--- src/verilog/bcd_pkg.sv ---
// constants, field layouts and carrier types for the branch and control opcode decoder
// assumes a 32-bit classic wishbone slave port with word-aligned registers
package bcd_pkg;

  // register byte offsets
  localparam logic [7:0] REG_CTRL = 8'h00;
  localparam logic [7:0] REG_BYTE = 8'h04;
  localparam logic [7:0] REG_FLAGS = 8'h08;
  localparam logic [7:0] REG_COUNT = 8'h0C;
  localparam logic [7:0] REG_IP = 8'h10;
  localparam logic [7:0] REG_FIELDS = 8'h14;
  localparam logic [7:0] REG_DISP = 8'h18;
  localparam logic [7:0] REG_EVENT = 8'h1C;
  localparam logic [7:0] REG_TARGET = 8'h20;

  // flag word bit positions
  localparam int FLAG_CF = 0;
  localparam int FLAG_PF = 2;
  localparam int FLAG_ZF = 6;
  localparam int FLAG_SF = 7;
  localparam int FLAG_IF = 9;
  localparam int FLAG_DF = 10;
  localparam int FLAG_OF = 11;

  // reset values
  localparam logic [15:0] FLAGS_RST = 16'h0000;
  localparam logic [15:0] COUNT_RST = 16'h0000;
  localparam logic [15:0] IP_RST = 16'h0000;

  // opcodes
  localparam logic [7:0] OP_FAR_RET = 8'hCB;
  localparam logic [7:0] OP_FAR_RET_IMM = 8'hCA;
  localparam logic [3:0] OP_COND_HI = 4'h7;
  localparam logic [7:0] OP_LOOP = 8'hE2;
  localparam logic [7:0] OP_LOOP_EQ = 8'hE1;
  localparam logic [7:0] OP_LOOP_NE = 8'hE0;
  localparam logic [7:0] OP_COUNT_EMPTY = 8'hE3;
  localparam logic [7:0] OP_INT_N = 8'hCD;
  localparam logic [7:0] OP_INT_BREAK = 8'hCC;
  localparam logic [7:0] OP_TRAP_OVF = 8'hCE;
  localparam logic [7:0] OP_TRAP_RET = 8'hCF;
  localparam logic [7:0] OP_CARRY_CLR = 8'hF8;
  localparam logic [7:0] OP_CARRY_INV = 8'hF5;
  localparam logic [7:0] OP_CARRY_SET = 8'hF9;
  localparam logic [7:0] OP_STEP_UP = 8'hFC;
  localparam logic [7:0] OP_STEP_DOWN = 8'hFD;
  localparam logic [7:0] OP_TRAP_MASK = 8'hFA;
  localparam logic [7:0] OP_TRAP_UNMASK = 8'hFB;
  localparam logic [7:0] OP_LOCK = 8'hF0;
  localparam logic [4:0] OP_ESC_HI = 5'b11011;
  localparam logic [5:0] OP_SHIFT_HI = 6'b110100;
  localparam logic [6:0] OP_REP_HI = 7'b1111001;
  localparam logic [2:0] OP_SEG_HI = 3'b001;
  localparam logic [2:0] OP_SEG_LO = 3'b110;
  localparam logic [7:0] VEC_BREAK = 8'h03;

  // addressing-form field
  localparam logic [1:0] MOD_NODISP = 2'b00;
  localparam logic [1:0] MOD_DISP8 = 2'b01;
  localparam logic [1:0] MOD_DISP16 = 2'b10;
  localparam logic [1:0] MOD_REG = 2'b11;
  localparam logic [2:0] RM_DIRECT = 3'b110;

  // register and segment codes
  localparam logic [2:0] REG_ACC = 3'b000;
  localparam logic [2:0] REG_CNT = 3'b001;
  localparam logic [2:0] REG_DATA = 3'b010;
  localparam logic [1:0] SEG_EXTRA = 2'b00;
  localparam logic [1:0] SEG_CODE = 2'b01;
  localparam logic [1:0] SEG_STACK = 2'b10;

  typedef enum logic [3:0] {
    CLS_NONE, CLS_BRANCH, CLS_LOOP, CLS_COUNT_ZERO, CLS_FAR_RET, CLS_INT,
    CLS_TRAP_RET, CLS_FLAG, CLS_ESC, CLS_SHIFT, CLS_PREFIX, CLS_OTHER
  } bcd_class_t;

  typedef enum {
    ST_OPCODE, ST_MODRM, ST_DISP_LO, ST_DISP_HI, ST_IMM_LO, ST_IMM_HI, ST_EXEC
  } bcd_state_t;

  // decoded operand fields, 20 bits
  typedef struct packed {
    bcd_class_t cls;
    logic wide;
    logic toReg;
    logic [1:0] mode;
    logic [2:0] regF;
    logic [2:0] rmF;
    logic rmIsReg;
    logic countByte;
    logic repZ;
    logic [1:0] seg;
    logic segValid;
  } bcd_fields_t;

  // result of the last executed instruction, 15 bits
  typedef struct packed {
    logic taken;
    logic intReq;
    logic farRet;
    logic trapRet;
    logic escape;
    logic lockHeld;
    logic other;
    logic [7:0] vector;
  } bcd_event_t;

endpackage

--- src/verilog/bcd_decoder.sv ---
// branch and control opcode decoder with a classic wishbone register port
// assumes one clock, software feeding instruction bytes one at a time through the byte register
`timescale 1ns/1ps
`default_nettype none

////////////////////////////////////////////////////////////////////////////////
module bcd_decoder
  import bcd_pkg::*;
#(
  parameter int ADDR_W = 8,
  parameter logic [7:0] OVF_VECTOR = 8'h04
)(
  input wire logic core_clk,
  input wire logic rst_n,
  input wire logic cyc_i,
  input wire logic stb_i,
  input wire logic we_i,
  input wire logic [ADDR_W-1:0] adr_i,
  input wire logic [3:0] sel_i,
  input wire logic [31:0] dat_i,
  output logic [31:0] dat_o,
  output logic ack_o,
  output logic busLock,
  output logic instrDone,
  output bcd_event_t lastEvent
);

  if (ADDR_W < 6) begin : gChk
    $error("bcd_decoder: ADDR_W must be at least 6");
  end

  ////////////////////////////////////////////////////////////////////////////////
  // reset release
  logic rstMeta;
  logic rstSync;

  always_ff @(posedge core_clk or negedge rst_n)
  begin
    if (!rst_n)
    begin
      rstMeta <= 1'b0;
      rstSync <= 1'b0;
    end
    else
    begin
      rstMeta <= 1'b1;
      rstSync <= rstMeta;
    end
  end

  ////////////////////////////////////////////////////////////////////////////////
  // state
  bcd_state_t state;
  bcd_state_t next_state;
  logic [7:0] opcode;
  logic [7:0] modrm;
  logic [15:0] disp;
  logic [15:0] imm;
  logic [15:0] flags;
  logic [15:0] count;
  logic [15:0] ip;
  logic [15:0] target;
  logic repValid;
  logic repZ;
  logic segValid;
  logic [1:0] seg;

  ////////////////////////////////////////////////////////////////////////////////
  // wishbone decode
  wire [7:0] addr = 8'(adr_i);
  wire req = cyc_i & stb_i;
  wire inExec = (state == ST_EXEC);
  wire wrFire = req & we_i & ack_o;
  wire hitCtrl = (addr == REG_CTRL);
  wire hitByte = (addr == REG_BYTE);
  wire hitFlags = (addr == REG_FLAGS);
  wire hitCount = (addr == REG_COUNT);
  wire hitIp = (addr == REG_IP);
  wire byteWr = wrFire & hitByte & sel_i[0];
  wire abortWr = wrFire & hitCtrl & sel_i[0] & dat_i[0];
  wire [7:0] inByte = dat_i[7:0];
  wire [15:0] wrMask = {{8{sel_i[1]}}, {8{sel_i[0]}}};

  function automatic logic [15:0] merge(input logic [15:0] old, input logic [15:0] mask,
                                        input logic [15:0] nv);
    merge = (old & ~mask) | (nv & mask);
  endfunction

  ////////////////////////////////////////////////////////////////////////////////
  // opcode classification
  function automatic bcd_class_t classify(input logic [7:0] op);
    classify = CLS_OTHER;
    if (op[7:4] == OP_COND_HI)
      classify = CLS_BRANCH;
    else if (op == OP_LOOP || op == OP_LOOP_EQ || op == OP_LOOP_NE)
      classify = CLS_LOOP;
    else if (op == OP_COUNT_EMPTY)
      classify = CLS_COUNT_ZERO;
    else if (op == OP_FAR_RET || op == OP_FAR_RET_IMM)
      classify = CLS_FAR_RET;
    else if (op == OP_INT_N || op == OP_INT_BREAK || op == OP_TRAP_OVF)
      classify = CLS_INT;
    else if (op == OP_TRAP_RET)
      classify = CLS_TRAP_RET;
    else if (op == OP_CARRY_CLR || op == OP_CARRY_INV || op == OP_CARRY_SET
             || op == OP_STEP_UP || op == OP_STEP_DOWN
             || op == OP_TRAP_MASK || op == OP_TRAP_UNMASK)
      classify = CLS_FLAG;
    else if (op[7:3] == OP_ESC_HI)
      classify = CLS_ESC;
    else if (op[7:2] == OP_SHIFT_HI)
      classify = CLS_SHIFT;
    else if (op == OP_LOCK || op[7:1] == OP_REP_HI
             || (op[7:5] == OP_SEG_HI && op[2:0] == OP_SEG_LO))
      classify = CLS_PREFIX;
  endfunction

  wire bcd_class_t inCls = classify(inByte);
  wire bcd_class_t curCls = classify(opcode);
  wire inNeedsModrm = (inCls == CLS_ESC) || (inCls == CLS_SHIFT);
  wire inImm2 = (inByte == OP_FAR_RET_IMM);
  wire inImm1 = (inCls == CLS_BRANCH) || (inCls == CLS_LOOP)
              || (inCls == CLS_COUNT_ZERO) || (inByte == OP_INT_N);
  wire [1:0] inMod = inByte[7:6];
  wire inDirect = (inMod == MOD_NODISP) && (inByte[2:0] == RM_DIRECT);
  wire inDisp2 = (inMod == MOD_DISP16) || inDirect;

  ////////////////////////////////////////////////////////////////////////////////
  // byte sequencing: opcode, then either addressing byte and displacement or an immediate, then execute
  always_comb
  begin
    next_state = state;
    case (state)
      ST_OPCODE:
        if (byteWr)
        begin
          if (inNeedsModrm)
            next_state = ST_MODRM;
          else if (inImm1 || inImm2)
            next_state = ST_IMM_LO;
          else
            next_state = ST_EXEC;
        end
      ST_MODRM:
        if (byteWr)
        begin
          if (inMod == MOD_DISP8 || inDisp2)
            next_state = ST_DISP_LO;
          else
            next_state = ST_EXEC;
        end
      ST_DISP_LO:
        if (byteWr)
          next_state = (modrm[7:6] == MOD_DISP8) ? ST_EXEC : ST_DISP_HI;
      ST_DISP_HI:
        if (byteWr)
          next_state = ST_EXEC;
      ST_IMM_LO:
        if (byteWr)
          next_state = (opcode == OP_FAR_RET_IMM) ? ST_IMM_HI : ST_EXEC;
      ST_IMM_HI:
        if (byteWr)
          next_state = ST_EXEC;
      ST_EXEC:
        next_state = ST_OPCODE;
      default:
        next_state = ST_OPCODE;
    endcase
  end

  ////////////////////////////////////////////////////////////////////////////////
  // condition evaluation
  wire fC = flags[FLAG_CF];
  wire fZ = flags[FLAG_ZF];
  wire fS = flags[FLAG_SF];
  wire fO = flags[FLAG_OF];
  wire fP = flags[FLAG_PF];
  logic condBase;

  always_comb
  begin
    case (opcode[3:1])
      3'h0: condBase = fO;
      3'h1: condBase = fC;
      3'h2: condBase = fZ;
      3'h3: condBase = fC | fZ;
      3'h4: condBase = fS;
      3'h5: condBase = fP;
      3'h6: condBase = fS ^ fO;
      3'h7: condBase = (fS ^ fO) | fZ;
      default: condBase = 1'b0;
    endcase
  end

  // low opcode bit inverts the test
  wire condHolds = condBase ^ opcode[0];
  wire [15:0] countDec = count - 16'h0001;
  wire loopZeroOk = (opcode == OP_LOOP) || (opcode == OP_LOOP_EQ && fZ)
                  || (opcode == OP_LOOP_NE && !fZ);
  wire loopGo = (countDec != 16'h0000) && loopZeroOk;
  wire countEmpty = (count == 16'h0000);
  wire [15:0] shortDisp = {{8{imm[7]}}, imm[7:0]};
  wire [15:0] branchTarget = ip + shortDisp;

  ////////////////////////////////////////////////////////////////////////////////
  // execution of the assembled instruction
  logic [15:0] next_flags;
  logic [15:0] next_count;
  logic [15:0] next_ip;
  bcd_event_t next_event;

  always_comb
  begin
    next_flags = flags;
    next_count = count;
    next_ip = ip;
    next_event = '0;
    next_event.lockHeld = busLock;
    case (curCls)
      CLS_BRANCH:
        next_event.taken = condHolds;
      CLS_LOOP:
      begin
        next_count = countDec;
        next_event.taken = loopGo;
      end
      CLS_COUNT_ZERO:
        next_event.taken = countEmpty;
      CLS_FAR_RET:
        next_event.farRet = 1'b1;
      CLS_INT:
      begin
        next_event.intReq = (opcode != OP_TRAP_OVF) || fO;
        if (opcode == OP_INT_N)
          next_event.vector = imm[7:0];
        else if (opcode == OP_INT_BREAK)
          next_event.vector = VEC_BREAK;
        else
          next_event.vector = OVF_VECTOR;
      end
      CLS_TRAP_RET:
        next_event.trapRet = 1'b1;
      CLS_FLAG:
        case (opcode)
          OP_CARRY_CLR: next_flags[FLAG_CF] = 1'b0;
          OP_CARRY_INV: next_flags[FLAG_CF] = !fC;
          OP_CARRY_SET: next_flags[FLAG_CF] = 1'b1;
          OP_STEP_UP: next_flags[FLAG_DF] = 1'b0;
          OP_STEP_DOWN: next_flags[FLAG_DF] = 1'b1;
          OP_TRAP_MASK: next_flags[FLAG_IF] = 1'b0;
          OP_TRAP_UNMASK: next_flags[FLAG_IF] = 1'b1;
          default: next_flags = flags;
        endcase
      CLS_ESC:
        next_event.escape = 1'b1;
      CLS_PREFIX:
        next_event.lockHeld = busLock | (opcode == OP_LOCK);
      default:
        next_event.other = (curCls == CLS_OTHER);
    endcase
    if (next_event.taken)
      next_ip = branchTarget;
  end

  // target register: branch address, stack adjust, or operand offset for the coprocessor
  wire [15:0] next_target = (curCls == CLS_FAR_RET) ? imm
                          : (curCls == CLS_ESC) ? disp : branchTarget;

  ////////////////////////////////////////////////////////////////////////////////
  // byte capture
  always_ff @(posedge core_clk or negedge rstSync)
  begin
    if (!rstSync)
    begin
      state <= ST_OPCODE;
      opcode <= 8'h00;
      modrm <= 8'h00;
      disp <= 16'h0000;
      imm <= 16'h0000;
    end
    else
    begin
      state <= abortWr ? ST_OPCODE : next_state;
      if (byteWr && state == ST_OPCODE)
      begin
        opcode <= inByte;
        disp <= 16'h0000;
        imm <= 16'h0000;
      end
      if (byteWr && state == ST_MODRM)
        modrm <= inByte;
      if (byteWr && state == ST_DISP_LO)
        disp <= {{8{inByte[7]}}, inByte};
      if (byteWr && state == ST_DISP_HI)
        disp[15:8] <= inByte;
      if (byteWr && state == ST_IMM_LO)
        imm <= {8'h00, inByte};
      if (byteWr && state == ST_IMM_HI)
        imm[15:8] <= inByte;
    end
  end

  ////////////////////////////////////////////////////////////////////////////////
  // architectural state; bus writes never land in the execute cycle
  always_ff @(posedge core_clk or negedge rstSync)
  begin
    if (!rstSync)
    begin
      flags <= FLAGS_RST;
      count <= COUNT_RST;
      ip <= IP_RST;
      target <= 16'h0000;
    end
    else if (inExec)
    begin
      flags <= next_flags;
      count <= next_count;
      ip <= next_ip;
      target <= next_target;
    end
    else
    begin
      if (wrFire && hitFlags)
        flags <= merge(flags, wrMask, dat_i[15:0]);
      if (wrFire && hitCount)
        count <= merge(count, wrMask, dat_i[15:0]);
      if (wrFire && hitIp)
        ip <= merge(ip, wrMask, dat_i[15:0]);
      else if (byteWr)
        ip <= ip + 16'h0001;
    end
  end

  ////////////////////////////////////////////////////////////////////////////////
  // prefixes stay in force until the next non-prefix instruction completes or a control-register abort
  wire isPrefixExec = inExec && (curCls == CLS_PREFIX);
  wire endOfInstr = (inExec && (curCls != CLS_PREFIX)) || abortWr;

  always_ff @(posedge core_clk or negedge rstSync)
  begin
    if (!rstSync)
    begin
      busLock <= 1'b0;
      repValid <= 1'b0;
      repZ <= 1'b0;
      segValid <= 1'b0;
      seg <= SEG_EXTRA;
    end
    else if (isPrefixExec)
    begin
      if (opcode == OP_LOCK)
        busLock <= 1'b1;
      if (opcode[7:1] == OP_REP_HI)
      begin
        repValid <= 1'b1;
        repZ <= opcode[0];
      end
      if (opcode[7:5] == OP_SEG_HI)
      begin
        segValid <= 1'b1;
        seg <= opcode[4:3];
      end
    end
    else if (endOfInstr)
    begin
      busLock <= 1'b0;
      repValid <= 1'b0;
      segValid <= 1'b0;
    end
  end

  always_ff @(posedge core_clk or negedge rstSync)
  begin
    if (!rstSync)
    begin
      instrDone <= 1'b0;
      lastEvent <= '0;
    end
    else
    begin
      instrDone <= inExec;
      if (inExec)
        lastEvent <= next_event;
    end
  end

  ////////////////////////////////////////////////////////////////////////////////
  // operand field view of the current instruction
  bcd_fields_t fields;
  wire shiftByCount = (curCls == CLS_SHIFT) && opcode[1];
  wire [7:0] shiftCount = shiftByCount ? count[7:0] : 8'h01;

  assign fields.cls = curCls;
  assign fields.wide = opcode[0];
  assign fields.toReg = opcode[1];
  assign fields.mode = modrm[7:6];
  assign fields.regF = modrm[5:3];
  assign fields.rmF = modrm[2:0];
  assign fields.rmIsReg = (modrm[7:6] == MOD_REG);
  assign fields.countByte = shiftByCount;
  assign fields.repZ = repZ & repValid;
  assign fields.seg = seg;
  assign fields.segValid = segValid;

  ////////////////////////////////////////////////////////////////////////////////
  // read mux and acknowledge
  wire [31:0] statusWord = {24'h0, 2'b00, repValid, busLock, 1'b0, 3'(state)};
  wire [31:0] fieldsWord = {4'h0, shiftCount, fields};
  wire [31:0] rdData = hitByte ? statusWord
                     : hitFlags ? {16'h0000, flags}
                     : hitCount ? {16'h0000, count}
                     : hitIp ? {16'h0000, ip}
                     : (addr == REG_FIELDS) ? fieldsWord
                     : (addr == REG_DISP) ? {16'h0000, disp}
                     : (addr == REG_EVENT) ? {17'h00000, lastEvent}
                     : (addr == REG_TARGET) ? {16'h0000, target}
                     : 32'h00000000;

  always_ff @(posedge core_clk or negedge rstSync)
  begin
    if (!rstSync)
    begin
      ack_o <= 1'b0;
      dat_o <= 32'h00000000;
    end
    else
    begin
      ack_o <= req & ~ack_o & ~inExec;
      if (req && !ack_o && !inExec)
        dat_o <= rdData;
    end
  end

endmodule

`default_nettype wire

--- config.mk ---
export PLATFORM = sky130hd
export DESIGN_NAME = bcd_decoder
export DESIGN_NICKNAME = d
export VERILOG_FILES = /design/src/verilog/bcd_pkg.sv /design/src/verilog/bcd_decoder.sv
export SDC_FILE = /design/constraint.sdc
export NUM_CORES = 1
export LEC_CHECK = 0
export BUFFER_PORTS_ARGS = -buffer_cell sky130_fd_sc_hd__buf_2
export CORE_MARGIN = 1.5
export CORE_UTILIZATION = 40
export DETAILED_ROUTE_END_ITERATION = 12
export GPL_TIMING_DRIVEN = 1
export HOLD_SLACK_MARGIN = 0.1
export PLACE_DENSITY_LB_ADDON = 0.3
export SYNTH_ARGS = -nofsm -noshare
export SYNTH_HDL_FRONTEND = slang
export SYNTH_SLANG_ARGS = --single-unit
--- constraint.sdc ---
create_clock -name core_clk -period 6.4 [get_ports core_clk]
set_clock_uncertainty 0.1 [all_clocks]
set_input_delay 0.32 -clock core_clk [delete_from_list [all_inputs] [get_ports core_clk]]
set_output_delay 0.32 -clock core_clk [all_outputs]
set_load 0.005 [all_outputs]
==> results of run 1 <==
[cell type report]
type,instances,share of cell area [%]
clock buffer,20,4.02
clock inverter,12,0.826
inverter,26,0.859
multi-input combinational,886,49.1
sequential,168,37.1
tap,330,3.64
timing repair buffer,91,4.52
[where the power goes]
group	leakage, nW	switching, mW	internal (mW)
Combinational	2.52	0.0790	0.0390
Clock	0.257	0.471	0.523
Sequential	2.23	0.0192	1.07
Total	5.01	0.570	1.64
[layer usage]
layer / GRT usage [%] / up-vias / wire, um
met2: 40.8 / 514 / 15700
li1: - / 4312 / -
met1: 34.8 / 4640 / 14200
met4: 15.1 / 0 / 1900
met5: 0 / - / 0
met3: 4.85 / 107 / 2950
[synth_stat cells (all sizes together), types with 4 or more instances]
master | n | area (um2)
dfrtp | 168 | 4200
nand2 | 145 | 559
o21ai | 123 | 638
a21oi | 90 | 454
nor2 | 82 | 308
clkbuf | 67 | 253
nand3 | 51 | 260
mux2 | 44 | 495
buf | 28 | 150
a31oi | 25 | 156
inv | 24 | 90.1
xnor2 | 22 | 193
a22o | 21 | 184
nor3 | 21 | 105
and3 | 18 | 113
ha | 18 | 225
mux2i | 17 | 170
a211oi | 16 | 130
nor2b | 11 | 68.8
nor4 | 11 | 96.3
a221o | 10 | 100
nand4 | 9 | 56.3
xor2 | 9 | 78.8
a21o | 8 | 60.1
o211ai | 8 | 60.1
o2bb2ai | 8 | 70.1
or3 | 8 | 50.1
a32oi | 6 | 52.6
and2 | 6 | 37.5
o21a | 6 | 45.0
a22oi | 5 | 37.5
o22ai | 5 | 31.3
o31ai | 5 | 37.5
or2 | 5 | 31.3
a311oi | 4 | 35.0
a31o | 4 | 52.6
a41oi | 4 | 35.0
o21bai | 4 | 30.0
o31a | 4 | 35.0
[worst min-delay path by stage]
stage	startpoint	end	slack (ns)	cells past startpoint
floorplan	rst_n	rstMeta	-0.08	0
finish	dat_i[0]	disp[0]	0.16	3
global placement	rst_n	rstMeta	0.006	1
CTS	dat_i[0]	disp[0]	0.14	3
detailed placement	rst_n	rstMeta	0.008	1
global route	dat_i[0]	disp[0]	0.15	3
[worst max-delay path, cell delays in order (launching register included)]
cell,delay (ns)
dfrtp_1,0.76
nand2_1,0.14
or2_2,0.66
inv_2,0.20
or3_1,0.65
clkinv_1,0.99
nand2_1,0.27
nor3_1,0.07
a211o_1,0.27
[logic make-up after synthesis]
kind of cell / Yosys count
mux: 62
simple gates: 390
compound gates: 379
buf+inv: 121
xor+xnor: 31
other cells: 2
flops: 168
fa+ha+maj: 19
[repair_timing]
| item | CTS | global route |
|---|---|---|
| setup endpoints to repair | 0 | 0 |
| resized for setup | 0 | 0 |
| hold buffers | 8 | 0 |
| hold endpoints to repair | 8 | 0 |
| setup buffers | 0 | 0 |
[metrics by stage]
step	util, %	cell area, um2	cells
after floorplan	-	10300	1175
after global placement	42.6	10700	1493
after detailed placement	42.6	10700	1493
after CTS	45.1	11400	1533
after global routing	45.1	11400	1533
final	45.1	11400	1533
==> impl_metrics.env, run 1 <==
export IMPL_synth_top_family_by_area="compound AO/OA/AOI/OAI gates"
export IMPL_fill_cells=2476
export IMPL_grt_max_degree=63
export IMPL_finalSetupViolCount=0
export IMPL_power_density_nw_per_um2=194
export IMPL_place_congestion=0.895
export IMPL_vias=9573
export IMPL_drive_above_1_share_pct=15.1
export IMPL_finalMaxSlewViolations=0
export IMPL_synth_edf_count=0
export IMPL_first_global_vias=8840
export IMPL_fin_crit_ns=4.22
export IMPL_fmax_mhz=237
export IMPL_antenna_left=0
export IMPL_cp_startpoint="state[2]"
export IMPL_hpwl_um=24300
export IMPL_ir_drop_v=0.000133
export IMPL_crit_path_end="dat_o[14]"
export IMPL_worstPathArrival_ns=4.44
export IMPL_vias_per_cell=6.24
export IMPL_first_iter_violations=930
export IMPL_cts_clk_slew_worst_paths_ns=0.07
export IMPL_p_leak_nw=5.01
export IMPL_synth_area_mux_share_pct=6.70
export IMPL_initial_core_util_pct=40.8
export IMPL_rrSetupSlack_ns=2.18
export IMPL_routedWlPerCell_um=22.7
export IMPL_status="finished clean"
export IMPL_reg2reg_depth=8
export IMPL_grtUsageTotal_pct=26.4
export IMPL_rows=58
export IMPL_tns_ns=0
export IMPL_path_class="reg2reg"
export IMPL_htree_levels=4
export IMPL_wirelength_um=34800
export IMPL_cp_end_kind="flop"
export IMPL_final_common_cell="dfrtp_1"
export IMPL_layout_nets=1258
export IMPL_drt_pass1_iterations=5
export IMPL_dpl_worst_slack_ns=2.27
export IMPL_cp_max_fo=49
export IMPL_cts_root_buf="clkbuf_16"
export IMPL_finalCritPeriodShare_pct=66.0
export IMPL_cts_buffer_depth=2
export IMPL_reg2reg_from="state[2]"
export IMPL_crit_path_start_kind="flop"
export IMPL_multi_input_area_um2=5570
export IMPL_cts_tree="built"
export IMPL_synth_fa_ha_area_share_pct=2.39
export IMPL_regArea_um2=4210
export IMPL_relSlewSlack_pct=17.1
export IMPL_die_w_um=163
export IMPL_insertion_delay_ns=0.44
export IMPL_syn_area_um2=10300
export IMPL_overflow=0
export IMPL_yosysWarnings=0
export IMPL_finalHoldViolCount=0
export IMPL_tightest_slew_ns=1.23
export IMPL_clkSinkCount=168
export IMPL_setup_slack_ns=2.18
export IMPL_io_pins=99
export IMPL_netlist_instances=1172
export IMPL_whs_ns=0.156
export IMPL_syn_avg_cell_area_um2=8.76
export IMPL_die_h_um=163
export IMPL_synth_main_ff_cell="dfrtp_1"
export IMPL_synth_xor_area_share_pct=2.64
export IMPL_ys_ff_latch=168
export IMPL_r2r_end="dat_o[14]"
export IMPL_numCtsBuffers=17
export IMPL_synth_cell_type_count=90
export IMPL_grt_pass1_wl_um=52800
export IMPL_mostFrequentLayoutCells="167 x dfrtp_1, 139 x nand2_1, 89 x a21oi_1"
export IMPL_syn2layout_area_growth_pct=10.6
export IMPL_yosysSeqAreaShare_pct=40.9
export IMPL_critPathRequiredTime_ns=6.62
export IMPL_antenna_found_initial=0
export IMPL_total_power_mw=2.21
export IMPL_antenna_cells=0
export IMPL_yosys_area_share_simple_pct=18.4
export IMPL_drc_errors=0
export IMPL_port_buffer_count=76
export IMPL_hp_class="in2reg"
export IMPL_ys_async_sr_fraction_pct=100
export IMPL_core_um2=25200
export IMPL_rsz0062_at_grt="false"
export IMPL_drv_cap=0
export IMPL_dieArea_um2=26600
export IMPL_synth_compound_area_share_pct=24.0
Note: power is estimated with default switching activity, not from simulation.
==> inputs of run 2 (changes only) <==
==> constraint.sdc (replaced) <==
create_clock -name core_clk -period 4.2 [get_ports core_clk]
set_clock_uncertainty 0.1 [all_clocks]
set_input_delay 0.21 -clock core_clk [delete_from_list [all_inputs] [get_ports core_clk]]
set_output_delay 0.21 -clock core_clk [all_outputs]
set_load 0.005 [all_outputs]
==> impl_metrics.env, run 2 (synthesis results as in run 1) <==
export IMPL_clkSinkCount=168
export IMPL_final_common_cell="dfrtp_1"
export IMPL_grt_max_degree=88
export IMPL_crit_path_start_kind="flop"
export IMPL_syn2layout_area_growth_pct=13.4
export IMPL_cts_buffer_depth=2
export IMPL_p_leak_nw=5.18
export IMPL_crit_slowest_cell="or4b_1"
export IMPL_whs_ns=0.123
export IMPL_rsz0062_at_grt="false"
export IMPL_p_clk_share_pct=47.2
export IMPL_power_density_nw_per_um2=302
export IMPL_cp_max_fo=14
export IMPL_fill_cells=2492
export IMPL_drv_cap=0
export IMPL_antenna_cells=0
export IMPL_multi_input_area_um2=5570
export IMPL_finalHoldViolCount=0
export IMPL_finalCritPeriodShare_pct=79.2
export IMPL_fmax_mhz=301
export IMPL_finalSetupViolCount=0
export IMPL_io_pins=99
export IMPL_routedWlPerCell_um=22.8
export IMPL_post_cts_buffers=0
export IMPL_tns_ns=0
export IMPL_port_buffer_count=76
export IMPL_max_stage_delay_ns=0.54
export IMPL_path_class="reg2reg"
export IMPL_vias=9571
export IMPL_drt_pass1_iterations=7
export IMPL_fin_crit_ns=3.33
export IMPL_wirelength_um=35600
export IMPL_worstPathArrival_ns=3.55
export IMPL_cp_end_kind="flop"
export IMPL_p_comb_share_pct=5.4
export IMPL_numCtsBuffers=17
export IMPL_relSlewSlack_pct=28.5
export IMPL_antenna_found_initial=0
export IMPL_mostFrequentLayoutCells="167 x dfrtp_1, 139 x nand2_1, 89 x a21oi_1"
export IMPL_drc_errors=0
export IMPL_hpwl_um=25100
export IMPL_power_share_switching_pct=24.0
export IMPL_power_internal_mw=2.67
export IMPL_insertion_delay_ns=0.45
export IMPL_finalMaxSlewViolations=0
export IMPL_ir_drop_v=0.000164
export IMPL_dieArea_um2=26600
export IMPL_core_um2=25200
export IMPL_first_iter_violations=945
export IMPL_hp_class="in2reg"
export IMPL_vias_per_cell=6.14
export IMPL_fin_util_pct=46.3
export IMPL_status="finished clean"
export IMPL_antenna_left=0
export IMPL_die_h_um=163
export IMPL_grt_pass1_wl_um=54800
export IMPL_place_congestion=0.913
export IMPL_overflow=0
export IMPL_tightest_slew_ns=1.07
export IMPL_regArea_um2=4210
export IMPL_initial_core_util_pct=40.8
export IMPL_drive_above_1_share_pct=16.2
export IMPL_cts_clk_slew_worst_paths_ns=0.07
export IMPL_cts_root_buf="clkbuf_16"
export IMPL_first_global_vias=8922
export IMPL_die_w_um=163
export IMPL_grtUsageTotal_pct=27.4
export IMPL_critPathRequiredTime_ns=4.42
export IMPL_cts_tree="built"
export IMPL_ctsResizeCount=0
export IMPL_worstPathCellList="inv_1 -> ha_1 -> or4b_1 -> nor4_4 -> xnor2_1 -> nand4_1 -> a211oi_2 -> a31o_4 -> mux2_1"
export IMPL_crit_buf_inv=1
export IMPL_seq_power_share_pct=47.3
export IMPL_netSwitchingPower_mw=0.847
export IMPL_rows=58
export IMPL_htree_levels=4
export IMPL_path_delay_family="simple AND/OR/NAND/NOR gates"
export IMPL_layout_nets=1285
export IMPL_cts_hold_buf=16
## run 2: cell types whose count changed in the layout (fill, tap and decap cells not counted), sizes merged, moves of 2 or more
| cell | previous run | this run |
|---|---|---|
| clkinvlp | 5 | 1 |
| bufinv | 0 | 3 |
| buf | 83 | 102 |
| inv | 28 | 25 |
| clkinv | 5 | 7 |
| dlygate4sd3 | 8 | 16 |
## run 2: worst register-to-register path, cell delays in order (launching register included)
cell and delay [ns]:
dfrtp_1 0.52, inv_1 0.12, ha_1 0.35, or4b_1 0.54
nor4_4 0.23, xnor2_1 0.17, nand4_1 0.14, a211oi_2 0.41
a31o_4 0.27, mux2_1 0.34
## run 2: final cells by class
type / instances / area share (%)
clock buffer: 21 / 3.95
clock inverter: 10 / 1.26
timing repair buffer: 118 / 6.42
multi-input combinational: 886 / 47.9
inverter: 26 / 0.838
sequential: 168 / 36.1
tap: 330 / 3.54
## run 2: power groups by stage
stage | clock network (mW) | registers, mW | logic [mW]
after floorplan | 0 | 1.70 | 0.0802
after global placement | 0 | 1.70 | 0.176
after detailed placement | 0 | 1.70 | 0.179
after CTS | 1.67 | 1.67 | 0.190
after global routing | 1.75 | 1.67 | 0.207
final | 1.66 | 1.67 | 0.192
## run 2: routing by layer
metal  track usage [%]  part of all wire (%)
met1              38.1                    43
met4              12.6                   4.2
met3              3.68                   7.6
met2              42.3                    45
met5                 0                     0
## run 2: final timing paths
path / start / cells past startpoint / end / slack [ns]
hold reg to reg: rstMeta / 0 / rstSync / 0.26
setup / recovery: flop / 9 / flop / 0.87
hold / removal: dat_i[2] / 3 / imm[2] / 0.12
max in group asynchronous: rstSync / 1 / async pin / 2.68
min in group asynchronous: rstSync / 0 / imm[8] / 0.32
setup reg to reg: flop / 9 / flop / 0.87
## run 2: through the flow
step                instances  power [mW]  setup slack, ns  instance area (um2)
CTS                      1559        3.53            0.911                11600
global route             1559        3.62            0.709                11600
global placement         1512        1.87            0.967                10900
finish                   1559        3.52            0.875                11600
floorplan                1175        1.78             1.30                10300
detailed placement       1512        1.88            0.932                10900
==> inputs of run 3 (changes only) <==
==> constraint.sdc (replaced) <==
create_clock -name core_clk -period 2.8 [get_ports core_clk]
set_clock_uncertainty 0.1 [all_clocks]
set_input_delay 0.14 -clock core_clk [delete_from_list [all_inputs] [get_ports core_clk]]
set_output_delay 0.14 -clock core_clk [all_outputs]
set_load 0.005 [all_outputs]
==> impl_metrics.env, run 3 (synthesis results as in run 1) <==
export IMPL_layout_nets=1370
export IMPL_p_leak_nw=5.66
export IMPL_routedWlPerCell_um=22.7
export IMPL_crit_slowest_cell="dfrtp_1"
export IMPL_mostFrequentLayoutCells="166 x dfrtp_1, 139 x nand2_1, 105 x buf_4"
export IMPL_initial_core_util_pct=40.8
export IMPL_regArea_um2=4210
export IMPL_vias_per_cell=6.09
export IMPL_relSlewSlack_pct=41.8
export IMPL_first_iter_violations=988
export IMPL_place_congestion=0.941
export IMPL_core_um2=25200
export IMPL_critPathRequiredTime_ns=3.02
export IMPL_numCtsBuffers=17
export IMPL_dieArea_um2=26600
export IMPL_antenna_left=0
export IMPL_tns_ns=0
export IMPL_die_h_um=163
export IMPL_hpwl_um=26500
export IMPL_tightest_slew_ns=0.873
export IMPL_cp_end_kind="flop"
export IMPL_die_w_um=163
export IMPL_fin_crit_ns=2.76
export IMPL_crit_buf_inv=2
export IMPL_wirelength_um=37300
export IMPL_finalMaxSlewViolations=0
export IMPL_port_buffer_count=76
export IMPL_insertion_delay_ns=0.43
export IMPL_finalHoldViolCount=0
export IMPL_htree_levels=4
export IMPL_final_cells=1645
export IMPL_rows=58
export IMPL_status="finished clean"
export IMPL_final_common_cell="dfrtp_1"
export IMPL_overflow=0
export IMPL_max_stage_delay_ns=0.46
export IMPL_drv_cap=0
export IMPL_antenna_found_initial=1
export IMPL_clkSinkCount=168
export IMPL_worstPathArrival_ns=2.98
export IMPL_cts_tree="built"
export IMPL_ir_drop_v=0.000364
export IMPL_cp_max_fo=9
export IMPL_drt_pass1_iterations=6
export IMPL_grt_max_degree=90
export IMPL_finalCritPeriodShare_pct=98.7
export IMPL_path_class="reg2reg"
export IMPL_multi_input_area_um2=5650
export IMPL_grtUsageTotal_pct=28.7
export IMPL_vias=10000
export IMPL_drive_above_1_share_pct=23.0
export IMPL_path_common_cell="buf_4"
export IMPL_first_global_vias=9647
export IMPL_cts_root_buf="clkbuf_16"
export IMPL_io_pins=99
export IMPL_grt_pass1_wl_um=57300
export IMPL_hp_class="in2reg"
export IMPL_drc_errors=0
export IMPL_setup_slack_ns=0.0372
export IMPL_syn2layout_area_growth_pct=21.0
export IMPL_dp_cells=1592
export IMPL_fill_cells=2366
export IMPL_path_delay_family="simple AND/OR/NAND/NOR gates"
export IMPL_crit_path_start_kind="flop"
export IMPL_power_density_nw_per_um2=427
export IMPL_dpl_worst_slack_ns=-0.0419
export IMPL_cts_clk_slew_worst_paths_ns=0.07
export IMPL_antenna_cells=0
export IMPL_fmax_mhz=362
export IMPL_cts_buffer_depth=2
export IMPL_finalSetupViolCount=0
export IMPL_worstPathCellList="and4bb_2 -> a22oi_1 -> o2111ai_2 -> buf_4 -> nand4_1 -> or2_1 -> nor4b_2 -> buf_4 -> mux2_1"
-- run 3: report_power, final --
| part | total [mW] | switching (mW) | internal (mW) | leakage (nW) |
|---|---|---|---|---|
| combinational | 0.312 | 0.202 | 0.109 | 3.14 |
| clock | 2.50 | 1.05 | 1.46 | 0.287 |
| sequential | 2.49 | 0.0335 | 2.46 | 2.23 |
| total | 5.31 | 1.28 | 4.02 | 5.66 |
-- run 3: worst reg2reg max path: stages, from the launching register on --
cell       delay (ns)
dfrtp_1          0.46
and4bb_2         0.34
a22oi_1          0.08
o2111ai_2        0.32
buf_4            0.18
nand4_1          0.07
or2_1            0.26
nor4b_2          0.33
buf_4            0.19
mux2_1           0.31
-- run 3: through the flow --
step           total power, mW  util (%)  hold WS, ns  instance area, um2
6_report                  5.31      49.3        0.143               12400
5_1_grt                   5.47      49.3        0.149               12400
4_1_cts                   5.33      49.0        0.116               12300
3_5_place_dp              2.83      45.9       -0.171               11600
3_3_place_gp              2.83      45.9       -0.174               11600
2_1_floorplan             2.68         -       -0.256               10300
-- run 3: cell type report --
class / instances / share of cell area (%)
clock buffers: 22 / 3.74
clock inverters: 10 / 1.16
inverters: 26 / 0.826
multi-input cells: 886 / 45.5
flip-flops and latches: 168 / 33.9
well taps: 330 / 3.32
repair buffers: 203 / 11.6
-- run 3: routing by layer --
metal	vias to the layer above	global-route usage [%]	wire length (um)
li1	4552	-	-
met4	0	14.8	1910
met1	4921	38.3	15700
met3	99	4.88	2830
met2	450	44.6	16900
met5	-	0	0
-- run 3: path summary, 6_finish.rpt --
path	end	slack [ns]	cells past startpoint	from
max	seg[0]	0.04	9	opcode[5]
min	flop	0.14	3	sel_i[1]
max reg2reg	seg[0]	0.04	9	opcode[5]
min reg2reg	disp[9]	0.20	0	rstSync
max in group asynchronous	async pin	1.66	1	rstSync
min in group asynchronous	disp[9]	0.20	0	rstSync
-- run 3: what timing repair did --
item | 4_1_cts | 5_1_grt
pin swaps | 1 | 11
setup buffers | 0 | 4
endpoints found under the setup margin | 7 | 30
resized for setup | 2 | 17
endpoints found under the hold margin | 30 | 0
hold buffers | 17 | 0
